<file path="src/core/l3l4_key_pkg.sv">
// constants and types shared by the layer 3/4 key field extractor
package l3l4_key_pkg;
  localparam int          BYTE_W          = 8;
  localparam int          ETYPE_W         = 16;
  localparam int          IP_VER_W        = 4;
  localparam int          FO_W            = 13;
  localparam int          IHL_W           = 4;
  localparam int          L4_LEN_W        = 16;
  localparam int          DSCP_W          = 6;
  localparam int          ADDR_W          = 32;
  localparam int          PROTO_W         = 8;
  localparam int          PID_W           = 40;
  localparam int          FRAG_CLASS_W    = 2;
  // byte positions inside the byte vectors (byte n sits at bits 8n+7:8n)
  localparam int          BYTE_0          = 0;
  localparam int          BYTE_1          = 1;
  localparam int          BYTE_2          = 2;
  localparam int          BYTE_3          = 3;
  // frame type decoding
  localparam logic [15:0] ETYPE_MIN_CODED = 16'h0600;
  localparam logic [15:0] ETYPE_IPV4      = 16'h0800;
  localparam logic [15:0] ETYPE_IPV6      = 16'h86DD;
  localparam logic [3:0]  IP_VER_4        = 4'h4;
  localparam logic [3:0]  IP_VER_6        = 4'h6;
  localparam logic [7:0]  SNAP_DSAP       = 8'hAA;
  localparam logic [7:0]  SNAP_SSAP       = 8'hAA;
  localparam logic [7:0]  SNAP_CTRL       = 8'h03;
  // header limits and protocol numbers
  localparam logic [3:0]  IHL_NO_OPTS     = 4'h5;
  localparam logic [12:0] FO_ZERO         = 13'h0000;
  localparam logic [7:0]  PROTO_TCP       = 8'h06;
  localparam logic [7:0]  PROTO_UDP       = 8'h11;
  // reset values of the key fields
  localparam logic [31:0] ADDR_RST        = 32'h0000_0000;
  localparam logic [7:0]  PROTO_RST       = 8'h00;
  localparam logic [5:0]  DSCP_RST        = 6'h00;

  typedef enum logic [1:0] {
    FRAG_NONE    = 2'h0,
    FRAG_INITIAL = 2'h1,
    FRAG_SUSPECT = 2'h2,
    FRAG_FOLLOW  = 2'h3
  } frag_class_t;
endpackage

</file>
<file path="src/core/frame_class_if.sv">
// frame type flags passed from the decoder to the key builder
`timescale 1ns/1ps
interface frame_class_if;
  logic ethertype_coded;
  logic ip_or_snap;
  logic ipv4;
  logic ipv6;

  modport dec (output ethertype_coded, output ip_or_snap,
               output ipv4, output ipv6);
  modport use_side (input ethertype_coded, input ip_or_snap,
                    input ipv4, input ipv6);
endinterface

</file>
<file path="src/core/l3_l4_key_field_extract.sv">
// layer 3/4 lookup key field extractor with registered key outputs
// Notes on behaviour
// class 0 when more-fragments flag and offset are both zero.
// class 1 when more-fragments set and offset zero: initial fragment.
// class 2 when offset nonzero and not above the threshold.
// class 3 when offset is above the threshold: follow-up fragment.
// offset threshold is a software input, loaded before it is relied on.
// short-length flag when layer 4 length is below configured minimum.
// options flag when ipv4 header length exceeds five; options unparsed.
// dscp key is frame dscp, or classified dscp when selected.
// destination key is ipv4 destination or ipv6 destination low bits.
// llc frames: source key is control byte then payload bytes 0..2.
// snap frames: source key is pid bytes 2..0 then payload byte 0.
// ipv4 frames: source key is the full source ipv4 address.
// ipv6 source low bits; other ethertype frames payload bytes 0..3.
// destination swap puts destination ip into source key of ip frames.
// protocol key is ipv4 protocol or ipv6 next header.
// tcp-or-udp flag for ip frames with protocol six or seventeen.
// tcp-or-udp flag forced to one for oam y.1731 frames.
// tcp flag when ipv4 protocol or ipv6 next header is six.
// ethertype-coded flag when ethertype is at least 0x600.
// snap flag on length-coded frames whose llc header is aa-aa-03.
// ipv4 flag when ethertype is 0x800 and version is four.
// destination swap makes source-type fields carry destination info; the code swaps only the source key of ip frames.
// non-ipv4 frames get zero fragment class, short and options flags.
`timescale 1ns/1ps
module l3_l4_key_field_extract
  import l3l4_key_pkg::*;
(
  input  wire logic                clk,
  input  wire logic                rst,
  // parsed frame, one frame per cycle while frame_valid is high
  input  wire logic                frame_valid,
  input  wire logic [ETYPE_W-1:0]  ethertype,
  input  wire logic [IP_VER_W-1:0] ip_version,
  input  wire logic [BYTE_W-1:0]   llc_dsap,
  input  wire logic [BYTE_W-1:0]   llc_ssap,
  input  wire logic [BYTE_W-1:0]   llc_ctrl,
  input  wire logic [PID_W-1:0]    snap_pid,
  input  wire logic [ADDR_W-1:0]   payload_bytes,
  input  wire logic                more_fragments_bit,
  input  wire logic [FO_W-1:0]     frag_offset_value,
  input  wire logic [IHL_W-1:0]    ip_hdr_len,
  input  wire logic [L4_LEN_W-1:0] l4_len,
  input  wire logic [DSCP_W-1:0]   frame_dscp,
  input  wire logic [DSCP_W-1:0]   classified_dscp,
  input  wire logic [ADDR_W-1:0]   frame_dest_ip,
  input  wire logic [ADDR_W-1:0]   frame_src_ip,
  input  wire logic [PROTO_W-1:0]  frame_proto,
  input  wire logic                oam_y1731_frame,
  // configuration
  input  wire logic [FO_W-1:0]     frag_ofs_limit,
  input  wire logic [L4_LEN_W-1:0] min_transport_len,
  input  wire logic                classified_dscp_select,
  input  wire logic                dest_swap_select,
  // key fields, valid the cycle after frame_valid
  output logic                     key_valid,
  output frag_class_t              frag_class_key,
  output logic                     short_l4_len_flag,
  output logic                     ip_hdr_opts_flag,
  output logic [DSCP_W-1:0]        dscp_key_field,
  output logic [ADDR_W-1:0]        dest_ip_low32,
  output logic [ADDR_W-1:0]        src_ip_low32,
  output logic [PROTO_W-1:0]       ip_proto_key,
  output logic                     tcp_or_udp_flag,
  output logic                     tcp_only_flag,
  output logic                     ethertype_coded_flag,
  output logic                     ip_or_llc_snap_flag,
  output logic                     ipv4_frame_flag
);
  frame_class_if cls ();

  frag_class_t                     frag_class_next;
  logic                            short_len_next;
  logic                            hdr_opts_next;
  logic                            is_ip;
  logic [ADDR_W-1:0]               src_key_next;
  logic [ADDR_W-1:0]               dest_key_next;
  logic [PROTO_W-1:0]              proto_next;
  logic [DSCP_W-1:0]               dscp_next;
  logic                            tcp_or_udp_flag_next;
  logic                            tcp_next;

  // returns byte n of a byte vector, byte 0 in the low bits
  function automatic logic [BYTE_W-1:0] byte_of(
    input logic [PID_W-1:0] vec,
    input int               idx
  );
    byte_of = vec[idx*BYTE_W +: BYTE_W];
  endfunction

  frame_type_decode u_decode (
    .ethertype  (ethertype),
    .ip_version (ip_version),
    .llc_dsap   (llc_dsap),
    .llc_ssap   (llc_ssap),
    .llc_ctrl   (llc_ctrl),
    .cls        (cls.dec)
  );

  frag_classify u_frag (
    .cls                (cls.use_side),
    .more_fragments_bit (more_fragments_bit),
    .frag_offset_value  (frag_offset_value),
    .frag_ofs_limit     (frag_ofs_limit),
    .ip_hdr_len         (ip_hdr_len),
    .l4_len             (l4_len),
    .min_transport_len  (min_transport_len),
    .frag_class         (frag_class_next),
    .short_len          (short_len_next),
    .hdr_opts           (hdr_opts_next)
  );

  assign is_ip = cls.ipv4 || cls.ipv6;

  // source key overloading by frame type; payload byte 0 lands high only on other ethertype frames
  always_comb begin
    src_key_next = ADDR_RST;
    if (!cls.ethertype_coded && !cls.ip_or_snap) begin
      src_key_next = {llc_ctrl,
                      byte_of({8'h00, payload_bytes}, BYTE_0),
                      byte_of({8'h00, payload_bytes}, BYTE_1),
                      byte_of({8'h00, payload_bytes}, BYTE_2)};
    end else if (!cls.ethertype_coded) begin
      src_key_next = {byte_of(snap_pid, BYTE_2),
                      byte_of(snap_pid, BYTE_1),
                      byte_of(snap_pid, BYTE_0),
                      byte_of({8'h00, payload_bytes}, BYTE_0)};
    end else if (is_ip) begin
      // swap wins over source info for ip frames only
      src_key_next = dest_swap_select ? frame_dest_ip
                                      : frame_src_ip;
    end else begin
      src_key_next = {byte_of({8'h00, payload_bytes}, BYTE_0),
                      byte_of({8'h00, payload_bytes}, BYTE_1),
                      byte_of({8'h00, payload_bytes}, BYTE_2),
                      byte_of({8'h00, payload_bytes}, BYTE_3)};
    end
  end

  // destination key holds the low word for both ip versions
  assign dest_key_next = is_ip ? frame_dest_ip : ADDR_RST;

  // protocol and transport flags; oam overloads the tcp-or-udp flag
  assign proto_next   = is_ip ? frame_proto : PROTO_RST;
  assign tcp_next     = is_ip && (frame_proto == PROTO_TCP);
  assign tcp_or_udp_flag_next = (is_ip && ((frame_proto == PROTO_TCP) ||
                                   (frame_proto == PROTO_UDP)))
                        || oam_y1731_frame;

  // dscp source select is sampled with the frame, not later
  assign dscp_next = classified_dscp_select ? classified_dscp
                                            : frame_dscp;

  // key strobe: one cycle per accepted frame
  always_ff @(posedge clk) begin
    if (rst) begin
      key_valid <= 1'b0;
    end else begin
      key_valid <= frame_valid;
    end
  end

  // layer 3 flag group; fields hold between frames
  always_ff @(posedge clk) begin
    if (rst) begin
      frag_class_key    <= FRAG_NONE;
      short_l4_len_flag <= 1'b0;
      ip_hdr_opts_flag  <= 1'b0;
      dscp_key_field    <= DSCP_RST;
    end else if (frame_valid) begin
      frag_class_key    <= frag_class_next;
      short_l4_len_flag <= short_len_next;
      ip_hdr_opts_flag  <= hdr_opts_next;
      dscp_key_field    <= dscp_next;
    end
  end

  // address group
  always_ff @(posedge clk) begin
    if (rst) begin
      dest_ip_low32 <= ADDR_RST;
      src_ip_low32  <= ADDR_RST;
    end else if (frame_valid) begin
      dest_ip_low32 <= dest_key_next;
      src_ip_low32  <= src_key_next;
    end
  end

  // protocol and frame type group
  always_ff @(posedge clk) begin
    if (rst) begin
      ip_proto_key         <= PROTO_RST;
      tcp_or_udp_flag      <= 1'b0;
      tcp_only_flag        <= 1'b0;
      ethertype_coded_flag <= 1'b0;
      ip_or_llc_snap_flag  <= 1'b0;
      ipv4_frame_flag      <= 1'b0;
    end else if (frame_valid) begin
      ip_proto_key         <= proto_next;
      tcp_or_udp_flag      <= tcp_or_udp_flag_next;
      tcp_only_flag        <= tcp_next;
      ethertype_coded_flag <= cls.ethertype_coded;
      ip_or_llc_snap_flag  <= cls.ip_or_snap;
      ipv4_frame_flag      <= cls.ipv4;
    end
  end

  // checks tie the key fields except ipv4_frame_flag and ip_or_llc_snap_flag to the frame seen one cycle before

  property p_frag_none;
    @(posedge clk) disable iff (rst)
      frame_valid && cls.ipv4 && !more_fragments_bit &&
      (frag_offset_value == FO_ZERO)
      |=> (frag_class_key == FRAG_NONE);
  endproperty
  a_frag_none: assert property (p_frag_none)
    else $error("unfragmented ipv4 frame not class 0");

  property p_frag_initial;
    @(posedge clk) disable iff (rst)
      frame_valid && cls.ipv4 && more_fragments_bit &&
      (frag_offset_value == FO_ZERO)
      |=> (frag_class_key == FRAG_INITIAL);
  endproperty
  a_frag_initial: assert property (p_frag_initial)
    else $error("initial fragment not class 1");

  property p_frag_suspect;
    @(posedge clk) disable iff (rst)
      frame_valid && cls.ipv4 && (frag_offset_value != FO_ZERO) &&
      (frag_offset_value <= frag_ofs_limit)
      |=> (frag_class_key == FRAG_SUSPECT);
  endproperty
  a_frag_suspect: assert property (p_frag_suspect)
    else $error("small offset fragment not class 2");

  property p_frag_follow;
    @(posedge clk) disable iff (rst)
      frame_valid && cls.ipv4 && (frag_offset_value > frag_ofs_limit)
      |=> (frag_class_key == FRAG_FOLLOW);
  endproperty
  a_frag_follow: assert property (p_frag_follow)
    else $error("large offset fragment not class 3");

  property p_short_len;
    @(posedge clk) disable iff (rst)
      frame_valid && cls.ipv4
      |=> (short_l4_len_flag ==
           ($past(l4_len) < $past(min_transport_len)));
  endproperty
  a_short_len: assert property (p_short_len)
    else $error("short transport length flag wrong");

  property p_opts;
    @(posedge clk) disable iff (rst)
      frame_valid && cls.ipv4
      |=> (ip_hdr_opts_flag == ($past(ip_hdr_len) > IHL_NO_OPTS));
  endproperty
  a_opts: assert property (p_opts)
    else $error("header options flag wrong");

  property p_dscp;
    @(posedge clk) disable iff (rst)
      frame_valid |=> (dscp_key_field ==
        ($past(classified_dscp_select) ? $past(classified_dscp)
                                       : $past(frame_dscp)));
  endproperty
  a_dscp: assert property (p_dscp)
    else $error("dscp key source wrong");

  property p_swap;
    @(posedge clk) disable iff (rst)
      frame_valid && is_ip && dest_swap_select
      |=> (src_ip_low32 == dest_ip_low32);
  endproperty
  a_swap: assert property (p_swap)
    else $error("swapped source key does not match destination");

  property p_ipv4_src;
    @(posedge clk) disable iff (rst)
      frame_valid && cls.ipv4 && !dest_swap_select
      |=> (src_ip_low32 == $past(frame_src_ip));
  endproperty
  a_ipv4_src: assert property (p_ipv4_src)
    else $error("ipv4 source key wrong");

  property p_snap_src;
    @(posedge clk) disable iff (rst)
      frame_valid && !cls.ethertype_coded && cls.ip_or_snap
      |=> (src_ip_low32[BYTE_W-1:0] == $past(payload_bytes[BYTE_W-1:0]));
  endproperty
  a_snap_src: assert property (p_snap_src)
    else $error("snap source key low byte wrong");

  property p_oam_tcp_or_udp_flag;
    @(posedge clk) disable iff (rst)
      frame_valid && oam_y1731_frame |=> tcp_or_udp_flag;
  endproperty
  a_oam_tcp_or_udp_flag: assert property (p_oam_tcp_or_udp_flag)
    else $error("oam frame without tcp-or-udp flag");

  property p_tcp;
    @(posedge clk) disable iff (rst)
      frame_valid |=> (tcp_only_flag ==
        ($past(is_ip) && ($past(frame_proto) == PROTO_TCP)));
  endproperty
  a_tcp: assert property (p_tcp)
    else $error("tcp flag wrong");

  property p_non_ipv4_zero;
    @(posedge clk) disable iff (rst)
      frame_valid && !cls.ipv4
      |=> (frag_class_key == FRAG_NONE) && !short_l4_len_flag &&
          !ip_hdr_opts_flag;
  endproperty
  a_non_ipv4_zero: assert property (p_non_ipv4_zero)
    else $error("non-ipv4 frame has fragment flags");

  // non-ip frames must not leak a stale address into the lookup key
  property p_dest_key;
    @(posedge clk) disable iff (rst)
      frame_valid |=> (dest_ip_low32 ==
        ($past(is_ip) ? $past(frame_dest_ip) : ADDR_RST));
  endproperty
  a_dest_key: assert property (p_dest_key)
    else $error("destination key wrong");

  property p_proto_key;
    @(posedge clk) disable iff (rst)
      frame_valid |=> (ip_proto_key ==
        ($past(is_ip) ? $past(frame_proto) : PROTO_RST));
  endproperty
  a_proto_key: assert property (p_proto_key)
    else $error("protocol key wrong");

  property p_tcp_or_udp_flag;
    @(posedge clk) disable iff (rst)
      frame_valid && is_ip &&
      ((frame_proto == PROTO_TCP) || (frame_proto == PROTO_UDP))
      |=> tcp_or_udp_flag;
  endproperty
  a_tcp_or_udp_flag: assert property (p_tcp_or_udp_flag)
    else $error("tcp or udp frame without tcp-or-udp flag");

  // the boundary value itself already counts as ethertype coded
  property p_etype_flag;
    @(posedge clk) disable iff (rst)
      frame_valid |=> (ethertype_coded_flag ==
        ($past(ethertype) >= ETYPE_MIN_CODED));
  endproperty
  a_etype_flag: assert property (p_etype_flag)
    else $error("ethertype coded flag wrong");
endmodule

</file>
<file path="src/core/frame_type_decode.sv">
// combinational frame type decoder: ethertype, ip_or_llc_snap_flag, ipv4, ipv6 flags
`timescale 1ns/1ps
module frame_type_decode
  import l3l4_key_pkg::*;
(
  input  wire logic [ETYPE_W-1:0]  ethertype,
  input  wire logic [IP_VER_W-1:0] ip_version,
  input  wire logic [BYTE_W-1:0]   llc_dsap,
  input  wire logic [BYTE_W-1:0]   llc_ssap,
  input  wire logic [BYTE_W-1:0]   llc_ctrl,
  frame_class_if.dec               cls
);
  logic is_v4;
  logic is_v6;
  logic is_snap;

  // ethertype at or above the length limit means ethertype coding
  assign cls.ethertype_coded = (ethertype >= ETYPE_MIN_CODED);

  // ipv4 needs both the ethertype and the version nibble to agree
  assign is_v4 = cls.ethertype_coded && (ethertype == ETYPE_IPV4) &&
                 (ip_version == IP_VER_4);
  assign is_v6 = cls.ethertype_coded && (ethertype == ETYPE_IPV6) &&
                 (ip_version == IP_VER_6);

  // snap header only counts on length-coded frames
  assign is_snap = !cls.ethertype_coded && (llc_dsap == SNAP_DSAP) &&
                   (llc_ssap == SNAP_SSAP) &&
                   (llc_ctrl == SNAP_CTRL);

  assign cls.ipv4       = is_v4;
  assign cls.ipv6       = is_v6;
  assign cls.ip_or_snap = is_v4 || is_v6 || is_snap;
endmodule

</file>
<file path="src/core/frag_classify.sv">
// combinational ipv4 fragmentation class, short length and options flags
`timescale 1ns/1ps
module frag_classify
  import l3l4_key_pkg::*;
(
  frame_class_if.use_side          cls,
  input  wire logic                more_fragments_bit,
  input  wire logic [FO_W-1:0]     frag_offset_value,
  input  wire logic [FO_W-1:0]     frag_ofs_limit,
  input  wire logic [IHL_W-1:0]    ip_hdr_len,
  input  wire logic [L4_LEN_W-1:0] l4_len,
  input  wire logic [L4_LEN_W-1:0] min_transport_len,
  output frag_class_t              frag_class,
  output logic                     short_len,
  output logic                     hdr_opts
);
  // non-ipv4 frames get all-zero flags so lookups stay deterministic
  always_comb begin
    frag_class = FRAG_NONE;
    if (cls.ipv4) begin
      if (frag_offset_value == FO_ZERO) begin
        frag_class = more_fragments_bit ? FRAG_INITIAL
                                        : FRAG_NONE;
      end else if (frag_offset_value <= frag_ofs_limit) begin
        frag_class = FRAG_SUSPECT;
      end else begin
        frag_class = FRAG_FOLLOW;
      end
    end
  end

  // option bytes are never walked, only the header length is checked
  assign short_len = cls.ipv4 && (l4_len < min_transport_len);
  assign hdr_opts  = cls.ipv4 && (ip_hdr_len > IHL_NO_OPTS);
endmodule

</file>
<file path="config.mk">
export PLATFORM = sky130hd
export DESIGN_NAME = l3_l4_key_field_extract
export DESIGN_NICKNAME = d
export VERILOG_FILES = /design/src/core/l3l4_key_pkg.sv /design/src/core/frame_class_if.sv /design/src/core/l3_l4_key_field_extract.sv /design/src/core/frame_type_decode.sv /design/src/core/frag_classify.sv
export SDC_FILE = /design/constraint.sdc
export NUM_CORES = 1
export LEC_CHECK = 0
export ABC_AREA = 1
export BUFFER_PORTS_ARGS = -buffer_cell sky130_fd_sc_hd__buf_2
export CAP_MARGIN = 0
export CELL_PAD_IN_SITES_DETAIL_PLACEMENT = 0
export CELL_PAD_IN_SITES_GLOBAL_PLACEMENT = 1
export CORE_AREA = 3 3 142 144
export DETAILED_ROUTE_END_ITERATION = 16
export DIE_AREA = 0 0 145 147
export PLACE_DENSITY = 0.89
export SETUP_SLACK_MARGIN = 0.1
export SYNTH_ARGS = -nofsm -noshare
export SYNTH_HDL_FRONTEND = slang
export SYNTH_SLANG_ARGS = --single-unit
</file>
<file path="constraint.sdc">
create_clock -name clk -period 3.19 [get_ports clk]
set_input_delay 0.1595 -clock clk [delete_from_list [all_inputs] [get_ports clk]]
set_output_delay 0.1595 -clock clk [all_outputs]
set_load 0.02 [all_outputs]
</file>
==> impl_summary.txt <==
----------------------------------------------------
[Synthesis]
  Post-Syn Area per Cell ... 6.24 um2
  Synthesis Warnings ... 0
  Asr flop ratio synth ... 0
  Post-synth top area share ... 0.313
  Flop and latch count out of synthesis ... between 80 and 90
  Synth Net Count ... 1,200
  Top flip-flop cell by instance count after synthesis ... sky130_fd_sc_hd__dfxtp_1
  Post-Syn Instances ... ~900
  Most common library cells after synthesis ... sky130_fd_sc_hd__nand2_1 (272), sky130_fd_sc_hd__a21oi_1 (104), sky130_fd_sc_hd__inv_1 (90), sky130_fd_sc_hd__dfxtp_1 (88), sky130_fd_sc_hd__nor2_1 (80)
  Area of the mapped netlist ... around 5600 um2
  Count leader, synth ... sky130_fd_sc_hd__nand2_1
  Yosys cell types ... 31
  Area leader, netlist ... sky130_fd_sc_hd__dfxtp_1
  Portion of the post-synthesis area used by sequential elements ... 0.313
  Leading cell types by total area after synthesis ... sky130_fd_sc_hd__dfxtp_1 (31%), sky130_fd_sc_hd__nand2_1 (18%), sky130_fd_sc_hd__a21oi_1 (9.2%)
  EDFF count, synth ... 0

[Floorplanning]
  Die Height ... between 100 and 150 um
  Top-Level Pins ... roughly 360
  Initial Util ... 0.299
  Number of rows created at floorplan ... 50
  Area inside the core boundary ... around 19,000 um2
  Die Outline Area ... about 21,000 um2
  Die W ... between 100 and 150 um

[Layout]
  Antenna diode count ... 0
  Area growth from synthesis to layout ... 40.1%
  Post-Layout Cell Count ... ~1,500
  Share of layout cells above drive strength 1 ... 0.313
  Nets@finish ... between 1,500 and 2,000

[GRT]
  Vias in the first global route ... 6,455
  Aggregate global-route resource usage ... 0.220
  Wire length of the first global-routing pass ... ~37 mm
  Total grt overflow ... 0
  Maximum number of pins on one net before global-route repair ... 73
  Number of antenna violations at the first check in global routing ... 0

[STA]
  Final max-slew violation count ... 0
  Worst clock skew ... 0 ns
  Hold Vio Cnt, Final ... 0
  Slew headroom ... 0.338
  Worst Tran Pin Value ... ~0.99 ns
  Achievable clock frequency ... around 530 MHz
  RSZ-0062 raised after global routing ... false
  Setup TNS ... 0 ns
  Share of the clock period used by the worst path ... 0.590
  Final Critical Period ... 1.88 ns
  Setup violations, final ... 0

[Clocking]
  Level count of the clock H-tree ... 3
  TritonCTS clock tree ... built
  Clock insertion delay at the later pin of the skew report ... 0.34 ns
  Clock transition at the registers of the reported paths ... roughly 0.07 ns
  Total clock buffers created by CTS ... 9
  Buffer depth of the longest clock path ... 2
  Resized cells post-CTS ... 0
  Postcts setup bufs ... 0
  Number of buffers inserted for hold repair after clock tree synthesis ... 0
  Root buffer selected by CTS ... sky130_fd_sc_hd__clkbuf_16
  Number of sinks driven by the clock tree ... 88

[Power and ir drop]
  Cell Pwr Density ... ~380 nW/um2
  Static Leakage ... roughly 4.2 nW
  Largest vdd supply drop ... roughly 270 uV

[Place]
  Routability cong. ... approximately 0.9
  Detailed-placement wirelength estimate ... 19.5 mm
  Number of buffer cells added on primary ports ... around 340
  Placed instance count ... about 1,500

[Routing]
  ANT nets after route ... 0
  DRC violations left ... 0
  First-pass detailed-route iteration total ... 5
  Via count ... 6,923
  Total wirelength of the detailed-routed design ... 24.6 mm
  Vias per std cell ... ~4.7
  Initial drt markers ... roughly 400
  Average detailed-routed wire length per instance ... 16.6 um

[Job]
  Number of max-cap violations ... 0

[Setup path]
  Worst setup path category ... in2reg
  Crit path from ... ethertype[10]
  Data arrival time of the critical path ... 2.15 ns
  CP Capture Point ... dest_ip_low32[0]$_SDFFE_PP0P_
  Worst setup EP type ... flip-flop
  Length in cells of the worst reg-to-reg path ... 4
  Worst setup slack for register-to-register paths ... roughly 2.5 ns
  Destination of the worst register-to-register timing path ... src_ip_low32[3]$_SDFFE_PP0P_
  Highest net fanout along the worst path ... 28
  Nature of the critical path startpoint ... input pin
  WP data required ... around 3.5 ns
  Launching point of the worst reg2reg path ... src_ip_low32[3]$_SDFFE_PP0P_

[Worst hold path]
  Hold/Removal Path Class ... in2reg

[Status]
  Result of the run ... finished clean

----------------------------------------------------
worst min path at each step:
stage	from	endpoint	slack, ns	cells past startpoint
after floorplan	rst	key_valid$_SDFF_PP0_	0.29	1
after global placement	frame_dscp[3]	dscp_key_field[3]$_SDFFE_PP0P_	0.42	3
after detailed placement	frame_dscp[0]	dscp_key_field[0]$_SDFFE_PP0P_	0.42	3
after CTS	frame_dscp[0]	dscp_key_field[0]$_SDFFE_PP0P_	0.05	3
after global routing	frame_dscp[5]	dscp_key_field[5]$_SDFFE_PP0P_	0.05	3
final	frame_dscp[0]	dscp_key_field[0]$_SDFFE_PP0P_	0.06	3
cells by family after synthesis:
logic type / synth area share
simple gates: 0.331
compound gates: 0.169
buf+inv: 0.104
flops: 0.313
fa+ha+maj: 0.0622
mux: 0.0213
power breakdown:
group	switching, W	internal [W]
sequential	0.0000170	0.00113
clock	0.000460	0.000832
combinational	0.000342	0.000240
total	0.000819	0.00221
state kept, by name, indices dropped and copies added, names as in the netlist:
name / flops
ip_hdr_opts_flag: 1
src_ip_low32: 32
ethertype_coded_flag: 1
ip_or_llc_snap_flag: 1
key_valid: 1
tcp_only_flag: 1
dest_ip_low32: 32
tcp_or_udp_flag: 1
frag_class_key: 2
ip_proto_key: 8
ipv4_frame_flag: 1
short_l4_len_flag: 1
dscp_key_field: 6
layout make-up:
cell class,count,area (um2)
fill,2032,10900
multi-input combinational,672,3290
timing repair buffer,350,1790
sequential,88,1760
inverter,96,360
tap,260,325
clock buffer,12,267
clock inverter,4,98.8
critical path, cell delays in order:
cell                      delay [ns]
sky130_fd_sc_hd__buf_2          0.10
sky130_fd_sc_hd__nand2_1        0.06
sky130_fd_sc_hd__inv_2          0.08
sky130_fd_sc_hd__nor3_4         0.06
sky130_fd_sc_hd__buf_4          0.18
sky130_fd_sc_hd__nor2_1         0.41
sky130_fd_sc_hd__inv_1          0.23
sky130_fd_sc_hd__nor2_4         0.40
sky130_fd_sc_hd__buf_12         0.23
sky130_fd_sc_hd__nand2_1        0.07
sky130_fd_sc_hd__a21oi_1        0.14
routing by layer:
metal,track usage,up-vias,share of wire
met1,0.293,3083,0.44
met4,0.0504,0,0.013
li1,-,3539,-
met5,0,-,0
met2,0.371,280,0.47
met3,0.0457,21,0.070
cell usage in the layout (no fill, tap or decap):
cell type / instances
sky130_fd_sc_hd__buf_2: 339
sky130_fd_sc_hd__nand2_1: 272
sky130_fd_sc_hd__a21oi_1: 104
sky130_fd_sc_hd__inv_1: 90
sky130_fd_sc_hd__dfxtp_1: 88
sky130_fd_sc_hd__nor2_1: 80
sky130_fd_sc_hd__nand3_1: 66
sky130_fd_sc_hd__o21ai_0: 59
sky130_fd_sc_hd__ha_1: 28
sky130_fd_sc_hd__o211ai_1: 13
sky130_fd_sc_hd__mux2i_1: 12
sky130_fd_sc_hd__buf_4: 10
sky130_fd_sc_hd__clkbuf_16: 9
sky130_fd_sc_hd__nor3_1: 8
sky130_fd_sc_hd__inv_2: 6
sky130_fd_sc_hd__nand4_1: 6
sky130_fd_sc_hd__o21ai_1: 5
sky130_fd_sc_hd__nor2_2: 3
sky130_fd_sc_hd__nand3b_1: 3
sky130_fd_sc_hd__bufinv_16: 3
sky130_fd_sc_hd__clkbuf_8: 3
sky130_fd_sc_hd__nand2_2: 2
sky130_fd_sc_hd__nor2_4: 2
sky130_fd_sc_hd__or2_2: 2
sky130_fd_sc_hd__nor3_4: 1
sky130_fd_sc_hd__nand3_2: 1
sky130_fd_sc_hd__nor3b_1: 1
sky130_fd_sc_hd__or2_1: 1
sky130_fd_sc_hd__o21a_1: 1
sky130_fd_sc_hd__nor4_1: 1
sky130_fd_sc_hd__a31oi_1: 1
sky130_fd_sc_hd__clkinv_4: 1
sky130_fd_sc_hd__buf_12: 1
stage by stage:
stage	utilization	instance area (um2)	hold WS (ns)	setup WS (ns)	total power [W]
global route	0.419	7890	0.0525	1.17	0.00317
finish	0.419	7890	0.0616	1.31	0.00302
floorplan	-	5630	0.285	1.82	0.00145
detailed placement	0.400	7530	0.420	0.970	0.00176
CTS	0.419	7890	0.0486	1.33	0.00306
global placement	0.400	7530	0.416	1.04	0.00175
Note: power is estimated with default switching activity, not from simulation.
